## config.mk

```make
export PLATFORM = sky130hd
export DESIGN_NAME = hotplug_slot_event_indicator
export DESIGN_NICKNAME = d
export VERILOG_FILES = /design/src/verilog/hotplug_slot_pkg.sv /design/src/verilog/hotplug_slot_event_indicator.sv
export SDC_FILE = /design/constraint.sdc
export NUM_CORES = 1
export LEC_CHECK = 0
export ABC_CLOCK_PERIOD_IN_PS = 5400
export BUFFER_PORTS_ARGS = -buffer_cell sky130_fd_sc_hd__buf_4
export CAP_MARGIN = 10
export CORE_ASPECT_RATIO = 0.6
export CORE_MARGIN = 3
export CORE_UTILIZATION = 35
export CTS_CLUSTER_DIAMETER = 50
export DETAILED_ROUTE_END_ITERATION = 6
export PLACE_DENSITY_LB_ADDON = 0.3
export SYNTH_ARGS = -nofsm -noshare
export SYNTH_HDL_FRONTEND = slang
export SYNTH_SLANG_ARGS = --single-unit
```

## constraint.sdc

```tcl
create_clock -name clk -period 5.4 [get_ports clk]
set_input_delay 0.27 -clock clk [delete_from_list [all_inputs] [get_ports clk]]
set_output_delay 0.27 -clock clk [all_outputs]
set_load 0.1 [all_outputs]
```

## src/verilog/hotplug_slot_pkg.sv

```systemverilog
// constants and types for the hot-plug slot event/indicator block
// assumes a 33 or 66 MHz bus clock picked by the fast bus select pin
package hotplug_slot_pkg;

  localparam int unsigned NUM_SLOTS = 4;

  // ----------------------------------------------------------------
  // register offsets, one per slot
  // ----------------------------------------------------------------
  localparam logic [4:0] IND_OFS  [NUM_SLOTS] =
    '{5'h03, 5'h0b, 5'h13, 5'h1b};
  localparam logic [4:0] STAT_OFS [NUM_SLOTS] =
    '{5'h06, 5'h0e, 5'h16, 5'h1e};
  localparam logic [4:0] EN_OFS   [NUM_SLOTS] =
    '{5'h07, 5'h0f, 5'h17, 5'h1f};

  localparam logic [7:0] REG_RESET   = 8'h00;
  localparam logic [7:0] IND_RW_MASK = 8'h0f;
  localparam logic [7:0] EVT_RW_MASK = 8'h7f;

  // ----------------------------------------------------------------
  // field positions
  // ----------------------------------------------------------------
  localparam int unsigned IND_A_LSB = 0;
  localparam int unsigned IND_B_LSB = 2;
  localparam int unsigned ST_BUS    = 6;
  localparam int unsigned ST_GOOD   = 5;
  localparam int unsigned ST_FAULT  = 4;

  // ----------------------------------------------------------------
  // blink timing
  // ----------------------------------------------------------------
  localparam int unsigned BUS_HZ_NORM  = 33_000_000;
  localparam int unsigned BUS_HZ_FAST  = 66_000_000;
  localparam int unsigned BLINK_QTR_MS = 250;
  localparam int unsigned QTR_CYC_NORM_DEF =
    BUS_HZ_NORM / 1000 * BLINK_QTR_MS;
  localparam int unsigned QTR_CYC_FAST_DEF =
    BUS_HZ_FAST / 1000 * BLINK_QTR_MS;
  localparam int unsigned CNT_W = 25;

  typedef enum logic [1:0] {
    IND_LOW  = 2'b00,
    IND_SLOW = 2'b01,
    IND_FAST = 2'b10,
    IND_HIGH = 2'b11
  } ind_mode_t;

  // sense pins of one slot, ordered as status bits 5..0
  typedef struct packed {
    logic supply_ok;
    logic supply_fault;
    logic mech_b;
    logic mech_a;
    logic card_b;
    logic card_a;
  } slot_sense_t;

endpackage

```

## src/verilog/hotplug_slot_event_indicator.sv

```systemverilog
// per-slot attention indicators and event status/enable, four slots
// assumes a simple parallel register port on the bus clock; sense
// pins are asynchronous, bus switch level comes from same-clock logic
//
// Functional notes
// - indicator bits 7..4 and event register bit 7 always read zero.
// - bits 3..2 pick indicator b: low, slow blink, fast blink, high.
// - bits 1..0 pick indicator a with the same coding.
// - blink timing counts bus clocks, divider picked by fast select.
// - indicator registers at 03,0b,13,1b; all registers reset to 00.
// - event status registers at 06,0e,16,1e.
// - event enable registers at 07,0f,17,1f.
// - status bits stay set until software writes one to them.
// - bit 6 sets on any bus switch control level change.
// - bit 5 sets on either edge of supply ok.
// - bit 4 sets when supply fault asserts, not on release.
// - bit 3 sets on mechanical sense b change.
// - bit 2 sets on mechanical sense a change.
// - bit 1 sets on card present b change.
// - bit 0 sets on card present a change.
// - enable bits gate status onto interrupt; status records anyway.
// - enabled bus switch change signals the interrupt.
`timescale 1ns/1ps
`default_nettype none

module hotplug_slot_event_indicator #(
  parameter int unsigned QTR_CYC_NORM =
    hotplug_slot_pkg::QTR_CYC_NORM_DEF,
  parameter int unsigned QTR_CYC_FAST =
    hotplug_slot_pkg::QTR_CYC_FAST_DEF
) (
  input  wire logic                              clk,
  input  wire logic                              rstn,
  input  wire logic [4:0]                        reg_addr,
  input  wire logic                              reg_wr,
  input  wire logic                              reg_rd,
  input  wire logic [7:0]                        reg_wdata,
  output var  logic [7:0]                        reg_rdata,
  input  wire logic                              fast_bus_select,
  input  wire logic [3:0]                        bus_switch_ctl_out,
  input  wire hotplug_slot_pkg::slot_sense_t [3:0] sense_in,
  output var  logic [3:0]                        indicator_a_out,
  output var  logic [3:0]                        indicator_b_out,
  output var  logic                              slot_irq_n_o,
  output var  logic                              slot_irq_n_oe
);
  import hotplug_slot_pkg::*;

  // ----------------------------------------------------------------
  // reset release
  // ----------------------------------------------------------------
  logic [1:0] rst_sync_r;
  logic       rst_n;

  always_ff @(posedge clk or negedge rstn) begin
    if (!rstn) begin
      rst_sync_r <= 2'b00;
    end else begin
      rst_sync_r <= {rst_sync_r[0], 1'b1};
    end
  end
  assign rst_n = rst_sync_r[1];

  // ----------------------------------------------------------------
  // pin synchronisers and change detect
  // ----------------------------------------------------------------
  slot_sense_t [3:0] sense_s1_r;
  slot_sense_t [3:0] sense_s2_r;
  slot_sense_t [3:0] sense_prev_r;
  logic [3:0]        bus_prev_r;
  logic              fast_s1_r;
  logic              fast_s2_r;
  logic [2:0]        fill_r;
  logic              primed_r;

  always_ff @(posedge clk or negedge rst_n) begin
    if (!rst_n) begin
      sense_s1_r   <= '0;
      sense_s2_r   <= '0;
      sense_prev_r <= '0;
      bus_prev_r   <= 4'h0;
      fast_s1_r    <= 1'b0;
      fast_s2_r    <= 1'b0;
      fill_r       <= 3'h0;
    end else begin
      sense_s1_r   <= sense_in;
      sense_s2_r   <= sense_s1_r;
      sense_prev_r <= sense_s2_r;
      bus_prev_r   <= bus_switch_ctl_out;
      fast_s1_r    <= fast_bus_select;
      fast_s2_r    <= fast_s1_r;
      fill_r       <= {fill_r[1:0], 1'b1};
    end
  end
  // no events until the pipeline holds real samples
  assign primed_r = fill_r[2];

  logic [3:0][6:0] evt;

  always_comb begin
    for (int s = 0; s < 4; s++) begin
      // bits 3..0 and 5: any level change
      evt[s][5:0] = sense_s2_r[s] ^ sense_prev_r[s];
      evt[s][ST_FAULT] = sense_s2_r[s].supply_fault &
                         ~sense_prev_r[s].supply_fault;
      evt[s][ST_BUS] = bus_switch_ctl_out[s] ^ bus_prev_r[s];
      if (!primed_r) begin
        evt[s] = 7'h00;
      end
    end
  end

  // ----------------------------------------------------------------
  // register decode
  // ----------------------------------------------------------------
  logic [3:0] ind_hit;
  logic [3:0] stat_hit;
  logic [3:0] en_hit;

  always_comb begin
    for (int s = 0; s < 4; s++) begin
      ind_hit[s]  = reg_addr == IND_OFS[s];
      stat_hit[s] = reg_addr == STAT_OFS[s];
      en_hit[s]   = reg_addr == EN_OFS[s];
    end
  end

  logic [3:0][7:0] ind_r;
  logic [3:0][7:0] stat_r;
  logic [3:0][7:0] en_r;

  always_ff @(posedge clk or negedge rst_n) begin
    if (!rst_n) begin
      ind_r <= {4{REG_RESET}};
    end else begin
      for (int s = 0; s < 4; s++) begin
        if (reg_wr && ind_hit[s]) begin
          ind_r[s] <= reg_wdata & IND_RW_MASK;
        end
      end
    end
  end

  always_ff @(posedge clk or negedge rst_n) begin
    if (!rst_n) begin
      en_r <= {4{REG_RESET}};
    end else begin
      for (int s = 0; s < 4; s++) begin
        if (reg_wr && en_hit[s]) begin
          en_r[s] <= reg_wdata & EVT_RW_MASK;
        end
      end
    end
  end

  // write one clears; a new event in the same cycle wins
  always_ff @(posedge clk or negedge rst_n) begin
    if (!rst_n) begin
      stat_r <= {4{REG_RESET}};
    end else begin
      for (int s = 0; s < 4; s++) begin
        stat_r[s] <= ((stat_r[s] &
                      ~((reg_wr && stat_hit[s]) ? reg_wdata : 8'h00)) |
                      {1'b0, evt[s]}) & EVT_RW_MASK;
      end
    end
  end

  // ----------------------------------------------------------------
  // read path, one cycle after the read strobe
  // ----------------------------------------------------------------
  logic [7:0] rd_mux;

  always_comb begin
    rd_mux = 8'h00;
    for (int s = 0; s < 4; s++) begin
      if (ind_hit[s]) begin
        rd_mux = ind_r[s];
      end
      if (stat_hit[s]) begin
        rd_mux = stat_r[s];
      end
      if (en_hit[s]) begin
        rd_mux = en_r[s];
      end
    end
  end

  always_ff @(posedge clk or negedge rst_n) begin
    if (!rst_n) begin
      reg_rdata <= 8'h00;
    end else if (reg_rd) begin
      reg_rdata <= rd_mux;
    end
  end

  // ----------------------------------------------------------------
  // blink time base: quarter-second ticks
  // ----------------------------------------------------------------
  logic [CNT_W-1:0] cnt_r;
  logic [CNT_W-1:0] lim_w;
  logic             qtr_tick_r;
  logic [1:0]       phase_r;

  assign lim_w = fast_s2_r ? CNT_W'(QTR_CYC_FAST - 1)
                           : CNT_W'(QTR_CYC_NORM - 1);

  always_ff @(posedge clk or negedge rst_n) begin
    if (!rst_n) begin
      cnt_r      <= '0;
      qtr_tick_r <= 1'b0;
    end else if (cnt_r >= lim_w) begin
      cnt_r      <= '0;
      qtr_tick_r <= 1'b1;
    end else begin
      cnt_r      <= cnt_r + 1'b1;
      qtr_tick_r <= 1'b0;
    end
  end

  // phase[0] flips each quarter second, phase[1] each half
  always_ff @(posedge clk or negedge rst_n) begin
    if (!rst_n) begin
      phase_r <= 2'b00;
    end else if (qtr_tick_r) begin
      phase_r <= phase_r + 2'b01;
    end
  end

  function automatic logic mode_level(input logic [1:0] m,
                                      input logic [1:0] ph);
    logic lvl;
    case (ind_mode_t'(m))
      IND_LOW:  lvl = 1'b0;
      IND_SLOW: lvl = ph[1];
      IND_FAST: lvl = ph[0];
      IND_HIGH: lvl = 1'b1;
      default:  lvl = 1'b0;
    endcase
    return lvl;
  endfunction

  always_ff @(posedge clk or negedge rst_n) begin
    if (!rst_n) begin
      indicator_a_out <= 4'h0;
      indicator_b_out <= 4'h0;
    end else begin
      for (int s = 0; s < 4; s++) begin
        indicator_a_out[s] <=
          mode_level(ind_r[s][IND_A_LSB +: 2], phase_r);
        indicator_b_out[s] <=
          mode_level(ind_r[s][IND_B_LSB +: 2], phase_r);
      end
    end
  end

  // ----------------------------------------------------------------
  // open-drain interrupt
  // ----------------------------------------------------------------
  logic any_req;

  assign any_req = |(stat_r & en_r);

  always_ff @(posedge clk or negedge rst_n) begin
    if (!rst_n) begin
      slot_irq_n_oe <= 1'b0;
      slot_irq_n_o  <= 1'b0;
    end else begin
      slot_irq_n_oe <= any_req;
      slot_irq_n_o  <= 1'b0;
    end
  end
endmodule

`default_nettype wire

```

==> results of run 1 <==
registers in the layout, indices dropped and copies added (netlist names), 7 cells and up:
name / count
sense_prev_r: 24
en_r: 28
sense_s2_r: 24
reg_rdata: 7
ind_r: 16
cnt_r: 25
stat_r: 28
sense_s1_r: 24
metal layers:
layer  vias up  global-route usage, %  routed length, um
met5         -                      0                  0
met4         0                   4.26                227
met3        18                   6.01               1740
met2       185                   19.8               7570
met1      2894                   26.3              10400
li1       2674                      -                  -
worst min-delay path by stage:
stage	endpoint	slack, ns
2_1_floorplan	rst_sync_r[0]	-0.03
3_5_place_dp	rst_sync_r[0]	0.05
4_1_cts	en_r[30]	0.14
6_report	rst_sync_r[1]	0.16
3_3_place_gp	rst_sync_r[0]	0.05
5_1_grt	en_r[22]	0.15
placed cells by master (no fill, tap or decap), drive strengths merged, types with 10 or more instances in the layout:
cell type,count
a22o,29
nor2,77
nor3,17
ha,10
nand2,50
o21ai,26
mux2,44
nand3,19
a22oi,18
dlygate4sd3,30
nand4,14
clkbuf,17
a21oi,17
inv,19
dfrtp,199
nand2b,13
xor2,41
buf,61
cell families (layout without fill, tap and decap cells):
logic type	Yosys count	after routing	synth area share, %
and+or+nand+nor	222	222	13.4
DFF	199	199	59.8
AOI/OAI and AO/OA	136	136	11.7
other	2	4	0.0901
buffers and inverters	41	135	2.33
adders and majority gates	10	10	1.50
xor gates and xnor gates	49	49	5.15
muxes	45	45	6.07
metrics by stage:
step	util, %	cells	instance area, um2
floorplan	-	706	8340
global placement	39.0	1053	9060
detailed placement	39.0	1053	9060
CTS	42.9	1115	9970
global route	42.9	1115	9970
finish	42.9	1115	9970
area by class of cell:
type                            count  area share, %
Multi-Input combinational cell    466           31.7
Clock inverter                     15           1.91
Tap cell                          315           3.95
Timing Repair Buffer               91           7.73
Clock buffer                       17           4.26
Inverter                           12          0.452
Sequential cell                   199           50.0
power by group through the flow:
stage / sequential, mW / combinational (mW) / clock [mW]
6_report: 1.70 / 0.427 / 1.31
5_1_grt: 1.72 / 0.459 / 1.42
4_1_cts: 1.70 / 0.426 / 1.35
3_5_place_dp: 1.73 / 0.406 / 0
3_3_place_gp: 1.73 / 0.402 / 0
2_1_floorplan: 1.80 / 0.194 / 0
Yosys cell counts (12+ instances only):
master | n | area [um2]
xor2_1 | 41 | 359
o21ai_0 | 26 | 130
nand2_1 | 49 | 184
nor2_1 | 72 | 270
a22o_1 | 29 | 254
a21oi_1 | 17 | 85.1
dfrtp_1 | 199 | 4980
mux2_2 | 44 | 495
nand4_1 | 14 | 87.6
nand3_1 | 19 | 95.1
nor3_1 | 12 | 60.1
inv_1 | 12 | 45.0
nand2b_1 | 12 | 75.1
a22oi_1 | 18 | 135
repair_timing:
item	CTS	global route
setup buffers	0	0
endpoints found under the setup margin	0	0
resized for setup	0	0
hold buffers	30	0
hold endpoints to repair	31	0
==> metrics, run 1 <==
status=finished, final reports clean; clock latency on the worst-skew pair=0.44 ns; sw frac=28.0%; Fin. Hold Viols=0; Routed WL=20000 um; measured slew at the worst slew-check pin=0.983 ns; H-Tree Level Count=4; Worst setup EP type=flop; Critical Setup Path Class=flop to flop; Worst EP required=5.70 ns; worst clock skew=0.0119 ns; clock sinks=199; Max-Cap Viols=0; deepest clock path buffer count=2; ratio of cells with drive above 1 in the final layout=19.3%; Top delay family on crit path=compound AO/OA/AOI/OAI gates; die width=205 um; worst path buffer plus inverter count=1; Die Y=126 um; HP Class=input port to async pin; synthesized cell area=0.00833 mm2; Multi-input gate area=0.00317 mm2; CP Depth=7; switching power=0.962 mW; clock share of power=38.1%; final period utilization=43.0%; residual DRC count=0; EDFF count, synth=0; Hold WS=0.158 ns; Post-DP HPWL=13800 um; ANT nets after route=0; crit path launch type=flop; Post-Place Worst Slack=3.06 ns; largest net degree at the start of global routing=185; gpl congestion=0.878; Worst R2R Setup Slack=3.08 ns; Root Driver=clkbuf_16; Worst R2R Path Depth=7; vias in the first global route=5545; Synth Instances=704; Syn Area/Cell=11.8 um2; Seq pwr share=49.5%; FF+latch count, synth=199; global-route wire length before repair=32000 um; Tot Pwr=3.44 mW; GRT Total Usage=16.2%; core box area=0.0232 mm2; First DRT Iteration DRCs=502; CTS tree=yes; Slowest cell on crit path=o211ai_4; CP arrival=2.62 ns; Area Overhead vs Synth=19.7%; crit path from=fast_s2_r; I/O pins=64; total global routing overflow=0; Slew headroom=34.5%; combinational share of power=12.4%; DIE AREA=0.0258 mm2; Final Slew Violations=0; Worst path max stage delay=0.63 ns; Worst VDD drop=0.000217 V; setup TNS=0 ns; FP Rows=43; Vias/cell=5.18; via count=5771; leakage power=4.32 nW; worst setup margin=3.08 ns; Reg area=0.00498 mm2; PortBufs=60; Cell variety after synth=60; CP endpoint=cnt_r[15]; Top FF cell, synth=dfrtp_1; Starting Density=35.8%; worst r2r src=fast_s2_r; per-cell routed wire length=17.9 um; Internal Pwr Total=2.48 mW; Filler Cell Count=2222; cells along the critical path=inv_1 > ha_1 > o21ai_0 > nor3_1 > a21oi_1 > o211ai_4 > nor2_1; diode count=0; PD cells=345 mW/mm2; unrepaired setup endpoints after global routing=no; initial antenna violation count=0; Layout Nets=843; DR pass1 iterations=5; largest fanout on the critical path=26; worst r2r dst=cnt_r[15]; highest clock rate=431 MHz; Reg clk slew, reported paths=0.07 ns; Final Critical Period=2.32 ns; sequential share of the synthesized area=59.8%; Post-synth ARST share=100%; number of warning messages in the yosys log=0; CTS Buf Count=17; count of final setup violators=0
(Power assumes the default switching activity.)
==> inputs of run 2 (changes only) <==
--- a/config.mk
+++ b/config.mk
@@ -5,7 +5,7 @@
 export SDC_FILE = /design/constraint.sdc
 export NUM_CORES = 1
 export LEC_CHECK = 0
-export ABC_CLOCK_PERIOD_IN_PS = 5400
+export ABC_CLOCK_PERIOD_IN_PS = 2400
 export BUFFER_PORTS_ARGS = -buffer_cell sky130_fd_sc_hd__buf_4
 export CAP_MARGIN = 10
 export CORE_ASPECT_RATIO = 0.6
==> constraint.sdc (replaced) <==
create_clock -name clk -period 2.4 [get_ports clk]
set_input_delay 0.12 -clock clk [delete_from_list [all_inputs] [get_ports clk]]
set_output_delay 0.12 -clock clk [all_outputs]
set_load 0.1 [all_outputs]
==> metrics, run 2 (synthesis results as in run 1) <==
Slowest cell on crit path=dfrtp_1 (was o211ai_4); DR pass1 iterations=5 (unchanged); global-route wire length before repair=33000 um (was 32000 um); die width=205 um (unchanged); residual DRC count=0 (unchanged); worst clock skew=0.00697 ns (was 0.0119 ns); Worst R2R Path Depth=7 (unchanged); CTS tree=yes (unchanged); setup TNS=0 ns (unchanged); Tot Pwr=7.46 mW (was 3.44 mW); worst r2r dst=cnt_r[2] (was cnt_r[15]); Post-DP HPWL=14500 um (was 13800 um); per-cell routed wire length=18.1 um (was 17.9 um); switching power=2.05 mW (was 0.962 mW); Internal Pwr Total=5.41 mW (was 2.48 mW); biggest regs=en_r (28), stat_r (28), cnt_r (25) (unchanged); Final Slew Violations=0 (unchanged); clock share of power=35.6% (was 38.1%); deepest clock path buffer count=2 (unchanged); Die Y=126 um (unchanged); Routed WL=20300 um (was 20000 um); H-Tree Level Count=4 (unchanged); most frequent cells in the layout=dfrtp_1 (198), nor2_1 (72), buf_4 (68) (was dfrtp_1 (198), nor2_1 (72), buf_4 (60)); vias in the first global route=5641 (was 5545); Seq pwr share=51.4% (was 49.5%); Worst path max stage delay=0.44 ns (was 0.63 ns); PortBufs=60 (unchanged); diode count=0 (unchanged); PD cells=747 mW/mm2 (was 345 mW/mm2); DIE AREA=0.0258 mm2 (unchanged); Top delay family on crit path=compound AO/OA/AOI/OAI gates (unchanged); largest fanout on the critical path=14 (was 26); final period utilization=84.2% (was 43.0%); initial antenna violation count=0 (unchanged); cells along the critical path=ha_1 > or3b_1 > o31ai_1 > a21oi_1 > o211ai_4 > buf_4 > nor2_1 (was inv_1 > ha_1 > o21ai_0 > nor3_1 > a21oi_1 > o211ai_4 > nor2_1); CTS Buf Count=17 (unchanged); core box area=0.0232 mm2 (unchanged); count of final setup violators=0 (unchanged); Filler Cell Count=2249 (was 2222); worst path buffer plus inverter count=1 (unchanged); Root Driver=clkbuf_16 (unchanged); total global routing overflow=0 (unchanged); Fin. Hold Viols=0 (unchanged); Reg clk slew, reported paths=0.07 ns (about the same); Worst EP required=2.73 ns (was 5.70 ns); worst r2r src=fast_s2_r (unchanged); Slew headroom=61.8% (was 34.5%); Area Overhead vs Synth=19.9% (was 19.7%); ANT nets after route=0 (unchanged); Worst R2R Setup Slack=0.38 ns (was 3.08 ns); highest clock rate=495 MHz (was 431 MHz); combinational share of power=13.0% (was 12.4%); unrepaired setup endpoints after global routing=no (unchanged); largest net degree at the start of global routing=68 (was 185); Worst VDD drop=0.000533 V (was 0.000217 V); Starting Density=35.8% (unchanged); measured slew at the worst slew-check pin=0.569 ns (was 0.983 ns); ratio of cells with drive above 1 in the final layout=19.7% (was 19.3%); Placed Cells=1062 (was 1053); status=finished, final reports clean (unchanged); Vias/cell=5.15 (was 5.18); GRT Total Usage=16.8% (was 16.2%); crit path launch type=flop (unchanged); Critical Setup Path Class=flop to flop (unchanged); leakage power=4.34 nW (was 4.32 nW); Hold Path Sink=en_r[12]; clock latency on the worst-skew pair=0.44 ns (about the same); most common cell after layout, fill and taps aside=dfrtp_1 (unchanged); Max-Cap Viols=0 (unchanged); via count=5773 (was 5771); Layout Nets=854 (was 843); gpl congestion=0.872 (was 0.878); Cell Count, Final, Fillers Out=1122 (was 1115); clock sinks=199 (unchanged); hold depth=2; CP arrival=2.35 ns (was 2.62 ns); sw frac=27.5% (was 28.0%); FP Rows=43 (unchanged); First DRT Iteration DRCs=512 (was 502); HP Class=input port to flop (was input port to async pin); Final Critical Period=2.02 ns (was 2.32 ns); I/O pins=64 (unchanged); Worst setup EP type=flop (unchanged); min-delay src=reg_wdata[4]
==> run 2: changes by cell type in the layout (fill, tap and decap cells not counted), sizes merged <==
cell / before / now
inv: 19 / 14
dlygate4sd3: 30 / 32
clkinvlp: 2 / 4
buf: 61 / 70
bufinv: 2 / 1
==> run 2: power by group through the flow <==
stage                     combinational, mW  sequential (mW)  clock [mW]
after floorplan                       0.436             4.05           0
after detailed placement              0.928             3.89           0
after global placement                0.916             3.89           0
after global routing                   1.05             3.87        2.91
final                                 0.969             3.83        2.66
after CTS                             0.972             3.83        2.76
==> run 2: repair_timing <==
| action | CTS | global route |
|---|---|---|
| buffers inserted | 0 | 0 |
| hold buffers | 32 | 0 |
| hold endpoints to repair | 36 | 0 |
| resized for setup | 0 | 0 |
| setup endpoints to repair | 0 | 0 |
==> run 2: per-stage QoR <==
step | util [%] | setup WS (ns) | instance area [um2] | hold WS, ns
3_5_place_dp | 39.3 | 0.363 | 9140 | -0.0951
2_1_floorplan | - | 0.368 | 8340 | -0.176
3_3_place_gp | 39.3 | 0.412 | 9140 | -0.0967
6_report | 43.0 | 0.378 | 9990 | 0.0402
5_1_grt | 43.0 | 0.228 | 9990 | 0.0245
4_1_cts | 43.0 | 0.356 | 9990 | 0.00235
==> run 2: worst max path at each step <==
stage	start	to	slack (ns)	cells past startpoint
3_3_place_gp	fast_s2_r	cnt_r[5]	0.41	7
6_report	fast_s2_r	cnt_r[2]	0.38	7
5_1_grt	fast_s2_r	cnt_r[2]	0.23	8
4_1_cts	fast_s2_r	cnt_r[2]	0.36	7
3_5_place_dp	fast_s2_r	cnt_r[2]	0.36	7
2_1_floorplan	rst_sync_r[1]	bus_prev_r[0]	0.37	0
==> run 2: layer usage <==
| layer | share of wire, % | vias up | GRT usage (%) |
|---|---|---|---|
| met5 | 0 | - | 0 |
| met4 | 1.1 | 0 | 4.34 |
| met3 | 6.9 | 15 | 5.10 |
| met2 | 38 | 161 | 20.6 |
| met1 | 54 | 2911 | 27.7 |
| li1 | - | 2686 | - |
==> run 2: final cells by class <==
cell class / instances / area (um2) / area share (%)
Tap cell: 315 / 394 / 3.95
Clock inverter: 11 / 105 / 1.05
Timing Repair Buffer: 102 / 871 / 8.72
Sequential cell: 199 / 4980 / 49.9
Clock buffer: 17 / 425 / 4.26
Inverter: 12 / 45.0 / 0.451
Multi-Input combinational cell: 466 / 3170 / 31.7
